### config.mk
export PLATFORM = sky130hd
export DESIGN_NAME = tpfp_frame_packer
export DESIGN_NICKNAME = d
export VERILOG_FILES = /design/src/logic/tpfp_pkg.sv /design/src/logic/tpfp_frame_packer.sv
export SDC_FILE = /design/constraint.sdc
export NUM_CORES = 2
export LEC_CHECK = 0
export BUFFER_PORTS_ARGS = -buffer_cell sky130_fd_sc_hd__buf_4
export CORE_MARGIN = 2
export CORE_UTILIZATION = 40
export CTS_CLUSTER_SIZE = 25
export DETAILED_ROUTE_END_ITERATION = 10
export MAX_ROUTING_LAYER = met4
export PLACE_DENSITY_LB_ADDON = 0.1
export SLEW_MARGIN = 20
export SYNTH_ARGS = -nofsm -noshare
export SYNTH_HDL_FRONTEND = slang
export SYNTH_SLANG_ARGS = --single-unit
### constraint.sdc
create_clock -name clk -period 6.61 [get_ports clk]
set_input_delay 0.3305 -clock clk [delete_from_list [all_inputs] [get_ports clk]]
set_output_delay 0.3305 -clock clk [all_outputs]
set_load 0.005 [all_outputs]
### src/logic/tpfp_pkg.sv
// constants for the telemetry payload frame packer
package tpfp_pkg;
   // frame geometry
   localparam int FRAME_BITS        = 458;
   localparam int POS_W             = 9;
   localparam int PAYLOAD_TYPE_W    = 8;
   localparam logic [7:0] MAX_PAYLOAD_TYPE = 8'h02;
   localparam int CHAN_W            = 12;
   localparam int NUM_CHAN          = 32;
   localparam int CHAN_SEL_W        = 5;
   localparam int CHAN_TOP          = 383;
   localparam int PANEL_V_BASE      = 96;
   localparam int PANEL_V_LAST      = 156;
   localparam int SPIN_OFS          = 252;
   localparam int SPIN_SIGN         = 11;
   localparam int HARD_ERR_OFS      = 384;
   localparam int HARD_ERR_W        = 32;
   localparam int TS_RESETS_OFS     = 416;
   localparam int TS_RESETS_W       = 16;
   localparam int TS_UPTIME_OFS     = 432;
   localparam int TS_UPTIME_W       = 25;
   localparam int SAFE_OFS          = 457;
   // closing status fields of the real-time frame
   localparam int RT_TAIL_BASE      = 416;
   localparam int RT_TAIL_W         = 13;
   localparam int RT_EXP_OFS        = 416;
   localparam int RT_EXP_W          = 4;
   localparam int RT_BUS_OFS        = 420;
   localparam int RT_BUS_W          = 3;
   localparam int RT_TLMRST_OFS     = 423;
   localparam int RT_TLMRST_W       = 4;
   localparam int RT_ANT_OFS        = 427;
   localparam int RT_ANT_W          = 2;
   // register map, byte addresses
   localparam logic [7:0] REG_CTRL      = 8'h00;
   localparam logic [7:0] REG_STATUS    = 8'h04;
   localparam logic [7:0] REG_IRQ_STAT  = 8'h08;
   localparam logic [7:0] REG_IRQ_MASK  = 8'h0c;
   localparam logic [7:0] REG_RT_TAIL   = 8'h10;
   localparam logic [7:0] REG_TS_RESETS = 8'h14;
   localparam logic [7:0] REG_TS_UPTIME = 8'h18;
   localparam int CTRL_START        = 0;
   localparam int CTRL_CLEAR        = 1;
   localparam int IRQ_W             = 3;
   localparam int IRQ_NEW_MAX       = 0;
   localparam int IRQ_FRAME_DONE    = 1;
   localparam int IRQ_REFUSED       = 2;
   localparam logic [2:0]  IRQ_MASK_RST = 3'h0;
   localparam logic [11:0] CHAN_RST     = 12'h000;
endpackage : tpfp_pkg

### src/logic/tpfp_frame_packer.sv
// maximum-values frame packer with real-time status tail and register port
//
// Strobed register access and the placing of the registers were chosen for this implementation.
`timescale 1ns/10ps
module tpfp_frame_packer (
   input  wire logic        clk,
   input  wire logic        nrst,
   input  wire logic [7:0]  reg_addr,
   input  wire logic [31:0] reg_wdata,
   input  wire logic        reg_we,
   input  wire logic        reg_re,
   output logic      [31:0] reg_rdata,
   input  wire logic        smp_valid,
   input  wire logic [4:0]  smp_chan,
   input  wire logic [11:0] smp_value,
   input  wire logic [15:0] reset_count,
   input  wire logic [24:0] uptime_s,
   input  wire logic [31:0] hard_err,
   input  wire logic        safe_mode,
   input  wire logic [3:0]  exp_fail,
   input  wire logic [2:0]  bus_fail,
   input  wire logic [3:0]  tlm_resets,
   input  wire logic [1:0]  ant_deployed,
   output logic      [12:0] rt_tail,
   output logic      [7:0]  payload_type,
   output logic             tx_valid,
   input  wire logic        tx_ready,
   output logic             tx_bit,
   output logic             tx_last,
   output logic             irq
);
   typedef enum logic [1:0] {
      TPFP_IDLE = 2'b01,
      TPFP_SEND = 2'b10
   } tpfp_state_t;

   // sign-magnitude to two's complement for the spin channel
   function automatic logic signed [12:0] tpfp_sm_to_int(input logic [11:0] v);
      logic signed [12:0] mag;
      mag = $signed({2'b00, v[10:0]});
      return v[tpfp_pkg::SPIN_SIGN] ? -mag : mag;
   endfunction

   function automatic logic tpfp_exceeds(input logic [4:0] chan, input logic [11:0] nv,
                                         input logic [11:0] ov);
      logic spin;
      spin = (32'(chan) * tpfp_pkg::CHAN_W) == tpfp_pkg::SPIN_OFS;
      if (spin) begin
         return tpfp_sm_to_int(nv) > tpfp_sm_to_int(ov);
      end
      return nv > ov;
   endfunction

   // ---------------- maxima store ----------------
   logic [11:0] max_q [tpfp_pkg::NUM_CHAN];
   logic [11:0] max_d [tpfp_pkg::NUM_CHAN];
   logic [15:0] ts_resets_q, ts_resets_d;
   logic [24:0] ts_uptime_q, ts_uptime_d;
   logic        clear_req;
   logic        new_max;
   logic [11:0] base_val;

   always_comb begin
      max_d       = max_q;
      ts_resets_d = ts_resets_q;
      ts_uptime_d = ts_uptime_q;
      if (clear_req) begin
         for (int c = 0; c < tpfp_pkg::NUM_CHAN; c++) begin
            max_d[c] = tpfp_pkg::CHAN_RST;
         end
         ts_resets_d = '0;
         ts_uptime_d = '0;
      end
      // a sample in the clearing cycle is judged against the cleared value
      base_val = clear_req ? tpfp_pkg::CHAN_RST : max_q[smp_chan];
      new_max  = smp_valid && tpfp_exceeds(smp_chan, smp_value, base_val);
      if (new_max) begin
         max_d[smp_chan] = smp_value;
         ts_resets_d     = reset_count;
         ts_uptime_d     = uptime_s;
      end
   end

   always_ff @(posedge clk or negedge nrst) begin
      if (!nrst) begin
         for (int c = 0; c < tpfp_pkg::NUM_CHAN; c++) begin
            max_q[c] <= tpfp_pkg::CHAN_RST;
         end
         ts_resets_q <= '0;
         ts_uptime_q <= '0;
      end else begin
         max_q       <= max_d;
         ts_resets_q <= ts_resets_d;
         ts_uptime_q <= ts_uptime_d;
      end
   end

   // ---------------- real-time status tail ----------------
   logic [12:0] rt_tail_q, rt_tail_d;

   always_comb begin
      rt_tail_d = '0;
      rt_tail_d[tpfp_pkg::RT_EXP_OFS-tpfp_pkg::RT_TAIL_BASE +: tpfp_pkg::RT_EXP_W] =
         exp_fail;
      rt_tail_d[tpfp_pkg::RT_BUS_OFS-tpfp_pkg::RT_TAIL_BASE +: tpfp_pkg::RT_BUS_W] =
         bus_fail;
      rt_tail_d[tpfp_pkg::RT_TLMRST_OFS-tpfp_pkg::RT_TAIL_BASE +: tpfp_pkg::RT_TLMRST_W] =
         tlm_resets;
      rt_tail_d[tpfp_pkg::RT_ANT_OFS-tpfp_pkg::RT_TAIL_BASE +: tpfp_pkg::RT_ANT_W] =
         ant_deployed;
   end

   always_ff @(posedge clk or negedge nrst) begin
      if (!nrst) begin
         rt_tail_q <= '0;
      end else begin
         rt_tail_q <= rt_tail_d;
      end
   end
   assign rt_tail = rt_tail_q;

   // ---------------- frame serialiser ----------------
   tpfp_state_t state_q, state_d;
   logic [tpfp_pkg::FRAME_BITS-1:0] shreg_q, shreg_d, frame_v;
   logic [8:0]  pos_q, pos_d;
   logic [7:0]  ptype_q, ptype_d;
   logic        start_req;
   logic        start_go;
   logic        refused;
   logic        frame_done;
   logic        at_end;

   always_comb begin
      frame_v = '0;
      for (int c = 0; c < tpfp_pkg::NUM_CHAN; c++) begin
         frame_v[c*tpfp_pkg::CHAN_W +: tpfp_pkg::CHAN_W] = max_q[c];
      end
      frame_v[tpfp_pkg::HARD_ERR_OFS +: tpfp_pkg::HARD_ERR_W]   = hard_err;
      frame_v[tpfp_pkg::TS_RESETS_OFS +: tpfp_pkg::TS_RESETS_W] = ts_resets_q;
      frame_v[tpfp_pkg::TS_UPTIME_OFS +: tpfp_pkg::TS_UPTIME_W] = ts_uptime_q;
      frame_v[tpfp_pkg::SAFE_OFS] = safe_mode;
   end

   assign at_end     = pos_q == 9'(tpfp_pkg::FRAME_BITS - 1);
   assign start_go   = start_req && (state_q == TPFP_IDLE);
   assign refused    = start_req && (state_q != TPFP_IDLE);
   assign tx_valid   = state_q == TPFP_SEND;
   assign tx_last    = tx_valid && at_end;
   assign frame_done = tx_last && tx_ready;

   always_comb begin
      state_d = state_q;
      shreg_d = shreg_q;
      pos_d   = pos_q;
      ptype_d = ptype_q;
      case (state_q)
         TPFP_IDLE: begin
            if (start_go) begin
               // snapshot keeps the frame coherent while maxima keep moving
               shreg_d = frame_v;
               pos_d   = '0;
               ptype_d = tpfp_pkg::MAX_PAYLOAD_TYPE;
               state_d = TPFP_SEND;
            end
         end
         TPFP_SEND: begin
            if (tx_ready) begin
               shreg_d = {1'b0, shreg_q[tpfp_pkg::FRAME_BITS-1:1]};
               pos_d   = pos_q + 9'h001;
               if (at_end) begin
                  state_d = TPFP_IDLE;
               end
            end
         end
         default: begin
            state_d = TPFP_IDLE;
         end
      endcase
   end

   always_ff @(posedge clk or negedge nrst) begin
      if (!nrst) begin
         state_q <= TPFP_IDLE;
         shreg_q <= '0;
         pos_q   <= '0;
         ptype_q <= '0;
      end else begin
         state_q <= state_d;
         shreg_q <= shreg_d;
         pos_q   <= pos_d;
         ptype_q <= ptype_d;
      end
   end
   assign tx_bit       = shreg_q[0];
   assign payload_type = ptype_q;

   // ---------------- register port and interrupts ----------------
   logic [2:0]  mask_q, mask_d;
   logic [2:0]  istat_q, istat_d;
   logic [31:0] rdata_q, rdata_d;
   logic [2:0]  events;
   logic        wr_ctrl;

   assign wr_ctrl   = reg_we && (reg_addr == tpfp_pkg::REG_CTRL);
   assign start_req = wr_ctrl && reg_wdata[tpfp_pkg::CTRL_START];
   assign clear_req = wr_ctrl && reg_wdata[tpfp_pkg::CTRL_CLEAR];

   always_comb begin
      events = '0;
      events[tpfp_pkg::IRQ_NEW_MAX]    = new_max;
      events[tpfp_pkg::IRQ_FRAME_DONE] = frame_done;
      events[tpfp_pkg::IRQ_REFUSED]    = refused;
      mask_d = mask_q;
      if (reg_we && (reg_addr == tpfp_pkg::REG_IRQ_MASK)) begin
         mask_d = reg_wdata[2:0];
      end
      // an event in the clearing read survives it
      istat_d = events;
      if (!(reg_re && (reg_addr == tpfp_pkg::REG_IRQ_STAT))) begin
         istat_d = istat_q | events;
      end
      rdata_d = '0;
      if (reg_re) begin
         case (reg_addr)
            tpfp_pkg::REG_STATUS:    rdata_d = {30'h0, safe_mode, tx_valid};
            tpfp_pkg::REG_IRQ_STAT:  rdata_d = {29'h0, istat_q};
            tpfp_pkg::REG_IRQ_MASK:  rdata_d = {29'h0, mask_q};
            tpfp_pkg::REG_RT_TAIL:   rdata_d = {19'h0, rt_tail_q};
            tpfp_pkg::REG_TS_RESETS: rdata_d = {16'h0, ts_resets_q};
            tpfp_pkg::REG_TS_UPTIME: rdata_d = {7'h0, ts_uptime_q};
            default:                 rdata_d = '0;
         endcase
      end
   end

   always_ff @(posedge clk or negedge nrst) begin
      if (!nrst) begin
         mask_q  <= tpfp_pkg::IRQ_MASK_RST;
         istat_q <= '0;
         rdata_q <= '0;
      end else begin
         mask_q  <= mask_d;
         istat_q <= istat_d;
         rdata_q <= rdata_d;
      end
   end
   assign reg_rdata = rdata_q;
   assign irq       = |(istat_q & mask_q);

   logic [11:0] sel_max;
   assign sel_max = max_q[smp_chan];
endmodule // tpfp_frame_packer

# [Word level (Yosys, flattened, before mapping)]
# Cells that the tools add are included.
[word_totals] regBits=946 wordCells=116
[classes] n_addsub=3 multipliers=1 magnitude_cmp=4 n_eq_ne=14 n_mux=31 bitwise=3 n_reduce_logical=18
[op_table] operator="458-bit two-way mux" n=2
[op_table] operator="458-bit case mux with 2 select lines" n=1
[op_table] operator="384-bit two-way mux" n=2
[op_table] operator="384-bit bitwise mux" n=1
[op_table] operator="25-bit case mux with 6 select lines" n=1
[op_table] operator="25-bit two-way mux" n=3
[op_table] operator="12-bit binary-select mux with 5-bit select" n=1
[op_table] operator="12-bit demux with 5-bit select" n=1
[op_table] operator="12-bit two-way mux" n=4
[op_table] operator="16-bit two-way mux" n=2
[op_table] operator="13-bit two-way mux" n=2
[op_table] operator="11-bit negator with 13-bit output" n=2
[op_table] operator="8-bit by 5-bit == test with 1-bit output (second input constant)" n=3
[op_table] operator="9-bit two-way mux" n=2
[op_table] operator="9-bit case mux with 2 select lines" n=1
[op_table] operator="8-bit by 4-bit == test with 1-bit output (second input constant)" n=2
[op_table] operator="13-bit greater-than comparator" n=1
[op_table] operator="12-bit greater-than comparator" n=1
[op_table] operator="1-bit logical AND" n=11
[op_table] operator="9-bit by 1-bit adder with 9-bit output (second input constant)" n=1
[op_table] operator="9-bit == test (second input constant)" n=1
[op_table] operator="8-bit by 3-bit == test with 1-bit output (second input constant)" n=1
[op_table] operator="8-bit zero test" n=1
[op_table] operator="7-bit by 6-bit == test with 1-bit output (second input constant)" n=1
[op_table] operator="18 further kinds" n=26

# [Longest topological paths before layout]
[logic_depth] ltp_word=13 mapped_depth=25 ltp_nobuf=18

# [Worst setup path after synthesis]
# OpenSTA, ideal clock, no wires.
[synth_path] kind="in2reg" from="input port smp_chan[0]" to="register max_q, in the netlist frame_v[218]" setup_ns=0.127 arrival_ns=4.884 path_slack_ns=1.599 path_stages=24 n_path_buf=7 path_cell_list="buf_4 buf_6 buf_6 mux4_2 mux4_2 nand2_1 a21oi_1 inv_1 ha_1 and2_1 nor2_1 xor2_1 ha_1 a21o_1 a21o_1 a21o_1 a2111oi_0 a31o_1 o21a_1 buf_6 buf_6 clkbuf_1 buf_2 o22ai_1"
[synth_lines] item="start: declaration" line_no="tpfp_frame_packer.sv:14" source="input wire logic [4:0] smp_chan,"
[synth_lines] item="end signal: indexed assignment" line_no="tpfp_frame_packer.sv:87" source="max_q[c] <= tpfp_pkg::CHAN_RST;"
[synth_lines] item="end signal: assignment" line_no="tpfp_frame_packer.sv:92" source="max_q <= max_d;"
[synth_lines] item="end: declaration" line_no="tpfp_frame_packer.sv:55" source="logic [11:0] max_q [tpfp_pkg::NUM_CHAN];"

==> flow_metrics.tcl <==
set metrics [dict create \
    outcome "completed" \
    avgSynthCellArea_um2 9.06 \
    io_buffers 163 \
    synthCells 4973 \
    slew_headroom 0.189 \
    grt_pass1_vias 35700 \
    ctsHtreeMaxLevel 3 \
    clock_path_buffers 3 \
    dieWidth_um 340 \
    grt_usage 0.263 \
    peakVddDrop_v 0.000201 \
    place_congestion 0.846 \
    end_kind "flip-flop" \
    multiInputGateArea_um2 19500 \
    dieArea_um2 115000 \
    dpl.hpwl_mm 88.7 \
    power_density_nw_per_um2 319 \
    design_area_um2 52200 \
    io_pins 207 \
    power.total_mw 16.7 \
    start_util 0.402 \
    setup_tns_ns 0 \
    insertion_delay_ns 0.73 \
    worstPathRequired_ns 7.18 \
    ys.flop_type "dfrtp_1" \
    crit_path_start_kind "input pin" \
    core.rowCount 123 \
    clockRootBuffer "clkbuf_16" \
    vias_per_cell 5.56 \
    die_height_um 340 \
    post-route-min-period_ns 5.49 \
    worst_pin_slew_ns 1.21 \
    first_iter_violations 3627 \
    clk_pin_slew_worst_paths_ns 0.06 \
    placed_cell_area_um2 47400 \
    grt_setup_unrepaired "no" \
    synth_warnings 0 \
    ys_types 60 \
    antenna_found_initial 1 \
    drc 0 \
    grt_first_pass_wirelength_mm 229 \
    crit_arrival_ns 6.06 \
    first_pass_iters 8 \
    routedWlPerCell_um 22.3 \
    synth-edff-count 0 \
    p_leak_nw 22.8 \
    ys_seq_area_frac 0.522 \
    cts_tree "built" \
    wirelength_mm 148 \
    cts_buffers 109 \
    vias 36900 \
    drtAntennaViolNets 0 \
    critical_path.max_fanout 63 \
    finalClockSkew_ns 0.0377 \
    finish.net_count 5226 \
    async_flop_share 1.00 \
    grt_max_degree 185 \
    period_share 0.830 \
    seq_area_um2 23500 \
    fillers 10800 \
    ys_ff_latch 939 \
    hold_viol 0 \
    drive_gt1_frac 0.123 \
    path_class "input pin to flip-flop" \
    core_um2 112000 \
    min_path_type "input pin to flip-flop" \
    grt.overflow.total 0 \
    finalSetupViolations 0 \
    slew_viol_final 0 \
    netlist_area_um2 45000 \
    maxCapViolCount 0 \
    clock_sinks 939 \
    area_growth_syn_to_layout_pct 16.0 \
    cts_setup_buffers 0 \
    fmax_mhz 182 \
]
[cell usage after synthesis, drive strengths merged, types with 2 or more instances]
cell type / n / area [µm²]
a211oi: 3 / 22.5
a21o: 7 / 52.6
a21oi: 34 / 170
a221oi: 3 / 26.3
a22oi: 21 / 158
a31o: 3 / 26.3
a31oi: 463 / 2900
and2: 15 / 93.8
and3: 2 / 12.5
and4: 3 / 26.3
buf: 208 / 1210
clkbuf: 233 / 875
clkinv: 2 / 7.51
dfrtp: 938 / 23500
ha: 35 / 438
inv: 15 / 56.3
mux2: 6 / 67.6
mux2i: 115 / 1150
mux4: 103 / 2320
nand2: 1691 / 6350
nand2b: 8 / 50.1
nand3: 95 / 475
nand4: 13 / 81.3
nor2: 537 / 2020
nor2b: 10 / 62.6
nor3: 33 / 477
nor3b: 2 / 20.0
o211ai: 2 / 15.0
o21a: 6 / 45.0
o21ai: 54 / 270
o22ai: 259 / 1620
o31ai: 3 / 22.5
o41ai: 3 / 26.3
or2: 5 / 31.3
or3: 4 / 25.0
or4: 2 / 15.0
xnor2: 11 / 96.3
xor2: 13 / 114
[final timing paths]
kind                                       from         endpoint  slack [ns]  cells past startpoint
worst max-delay path                smp_chan[0]     frame_v[316]        1.12                     19
worst min-delay path              smp_value[11]     frame_v[287]        0.06                      3
worst max register to register     frame_v[244]     frame_v[316]        1.13                     18
worst min register to register  payload_type[1]  payload_type[1]        0.48                      1
max in group asynchronous                  nrst     frame_v[213]        4.63                      4
min in group asynchronous                  nrst      frame_v[43]        0.23                      2
[metrics by stage]
| stage | cells | utilization | worst slack (ns) | hold slack (ns) |
|---|---|---|---|---|
| 3_5_place_dp | 6331 | 0.423 | 0.512 | 0.397 |
| 5_1_grt | 6633 | 0.466 | 0.886 | 0.0440 |
| 3_3_place_gp | 6331 | 0.423 | 0.615 | 0.393 |
| 4_1_cts | 6632 | 0.466 | 1.20 | 0.0194 |
| 6_report | 6634 | 0.466 | 1.12 | 0.0640 |
| 2_1_floorplan | 4986 | - | 1.60 | 0.0349 |
[routing by layer]
| layer | vias up | track usage | wire (µm) |
|---|---|---|---|
| met1 | 18500 | 0.386 | 70300 |
| met4 | 0 | 0.0654 | 3290 |
| li1 | 17100 | - | - |
| met5 | - | - | 0 |
| met2 | 1053 | 0.382 | 65900 |
| met3 | 176 | 0.0380 | 8590 |
[worst max-delay path: stages]
cell and delay, ns:
buf_6 0.35, buf_4 0.44, mux4_2 0.59, a22oi_1 0.54
a21oi_1 0.19, o21ai_1 0.32, nand3_1 0.18, nor2_1 0.16
a21oi_1 0.09, xnor2_1 0.21, ha_1 0.29, a21oi_1 0.17
o21bai_1 0.10, a2111oi_0 0.48, a31o_1 0.29, o21a_4 0.45
buf_12 0.28, buf_12 0.31, o22ai_1 0.16
[report_power, final]
part | switching (mW) | total [mW] | internal [mW]
clock network | 2.59 | 6.35 | 3.77
logic | 1.60 | 2.74 | 1.14
registers | 0.794 | 7.58 | 6.78
[repair_timing]
| action | CTS | global route |
|---|---|---|
| endpoints found under the hold margin | 179 | 0 |
| setup endpoints to repair | 0 | 0 |
| gates resized for setup | 0 | 0 |
| hold buffers | 98 | 0 |
[layout by cell type (no fill, tap or decap), drive strengths merged, types with 8 or more instances in the layout]
cell type    count
clkbuf         168
nand4           13
a22oi           21
clkinv          24
mux2i          115
nand3           95
a31oi          463
o22ai          259
ha              35
dlygate4sd3     98
mux4           103
conb            14
nor3            33
buf            286
dfrtp          938
nor2b           10
inv             20
nand2         1691
nor2           537
xnor2           11
and2            15
a21oi           34
xor2            13
nand2b           8
o21ai           54
[cells by family (layout without fill, tap and decap cells)]
group | after synthesis | count (layout) | synth area share
AOI/OAI and AO/OA | 868 | 868 | 0.120
xor gates and xnor gates | 24 | 24 | 0.00467
other | 1 | 16 | 0.0000833
adders and majority gates | 36 | 36 | 0.0102
DFF | 939 | 939 | 0.522
and+or+nand+nor | 2423 | 2423 | 0.217
muxes | 224 | 224 | 0.0786
buffers and inverters | 458 | 604 | 0.0476
[area by class of cell]
| class | instances | share of cell area |
|---|---|---|
| Timing Repair Buffer | 384 | 0.0663 |
| Inverter | 17 | 0.00137 |
| Tap cell | 1500 | 0.0359 |
| Clock buffer | 168 | 0.0641 |
| Multi-Input combinational cell | 3589 | 0.373 |
| Clock inverter | 35 | 0.00898 |
| Antenna cell | 2 | 0.0000958 |
| Sequential cell | 939 | 0.450 |
[state kept, by name, summed over array words and instances, names as in the netlist]
register / count
frame_v: 384
istat_q: 3
mask_q: 3
payload_type: 1
pos_q: 9
reg_rdata: 25
rt_tail: 13
shreg_q: 458
state_q: 2
ts_resets_q: 16
ts_uptime_q: 25
Note: power is estimated with default switching activity, not from simulation.
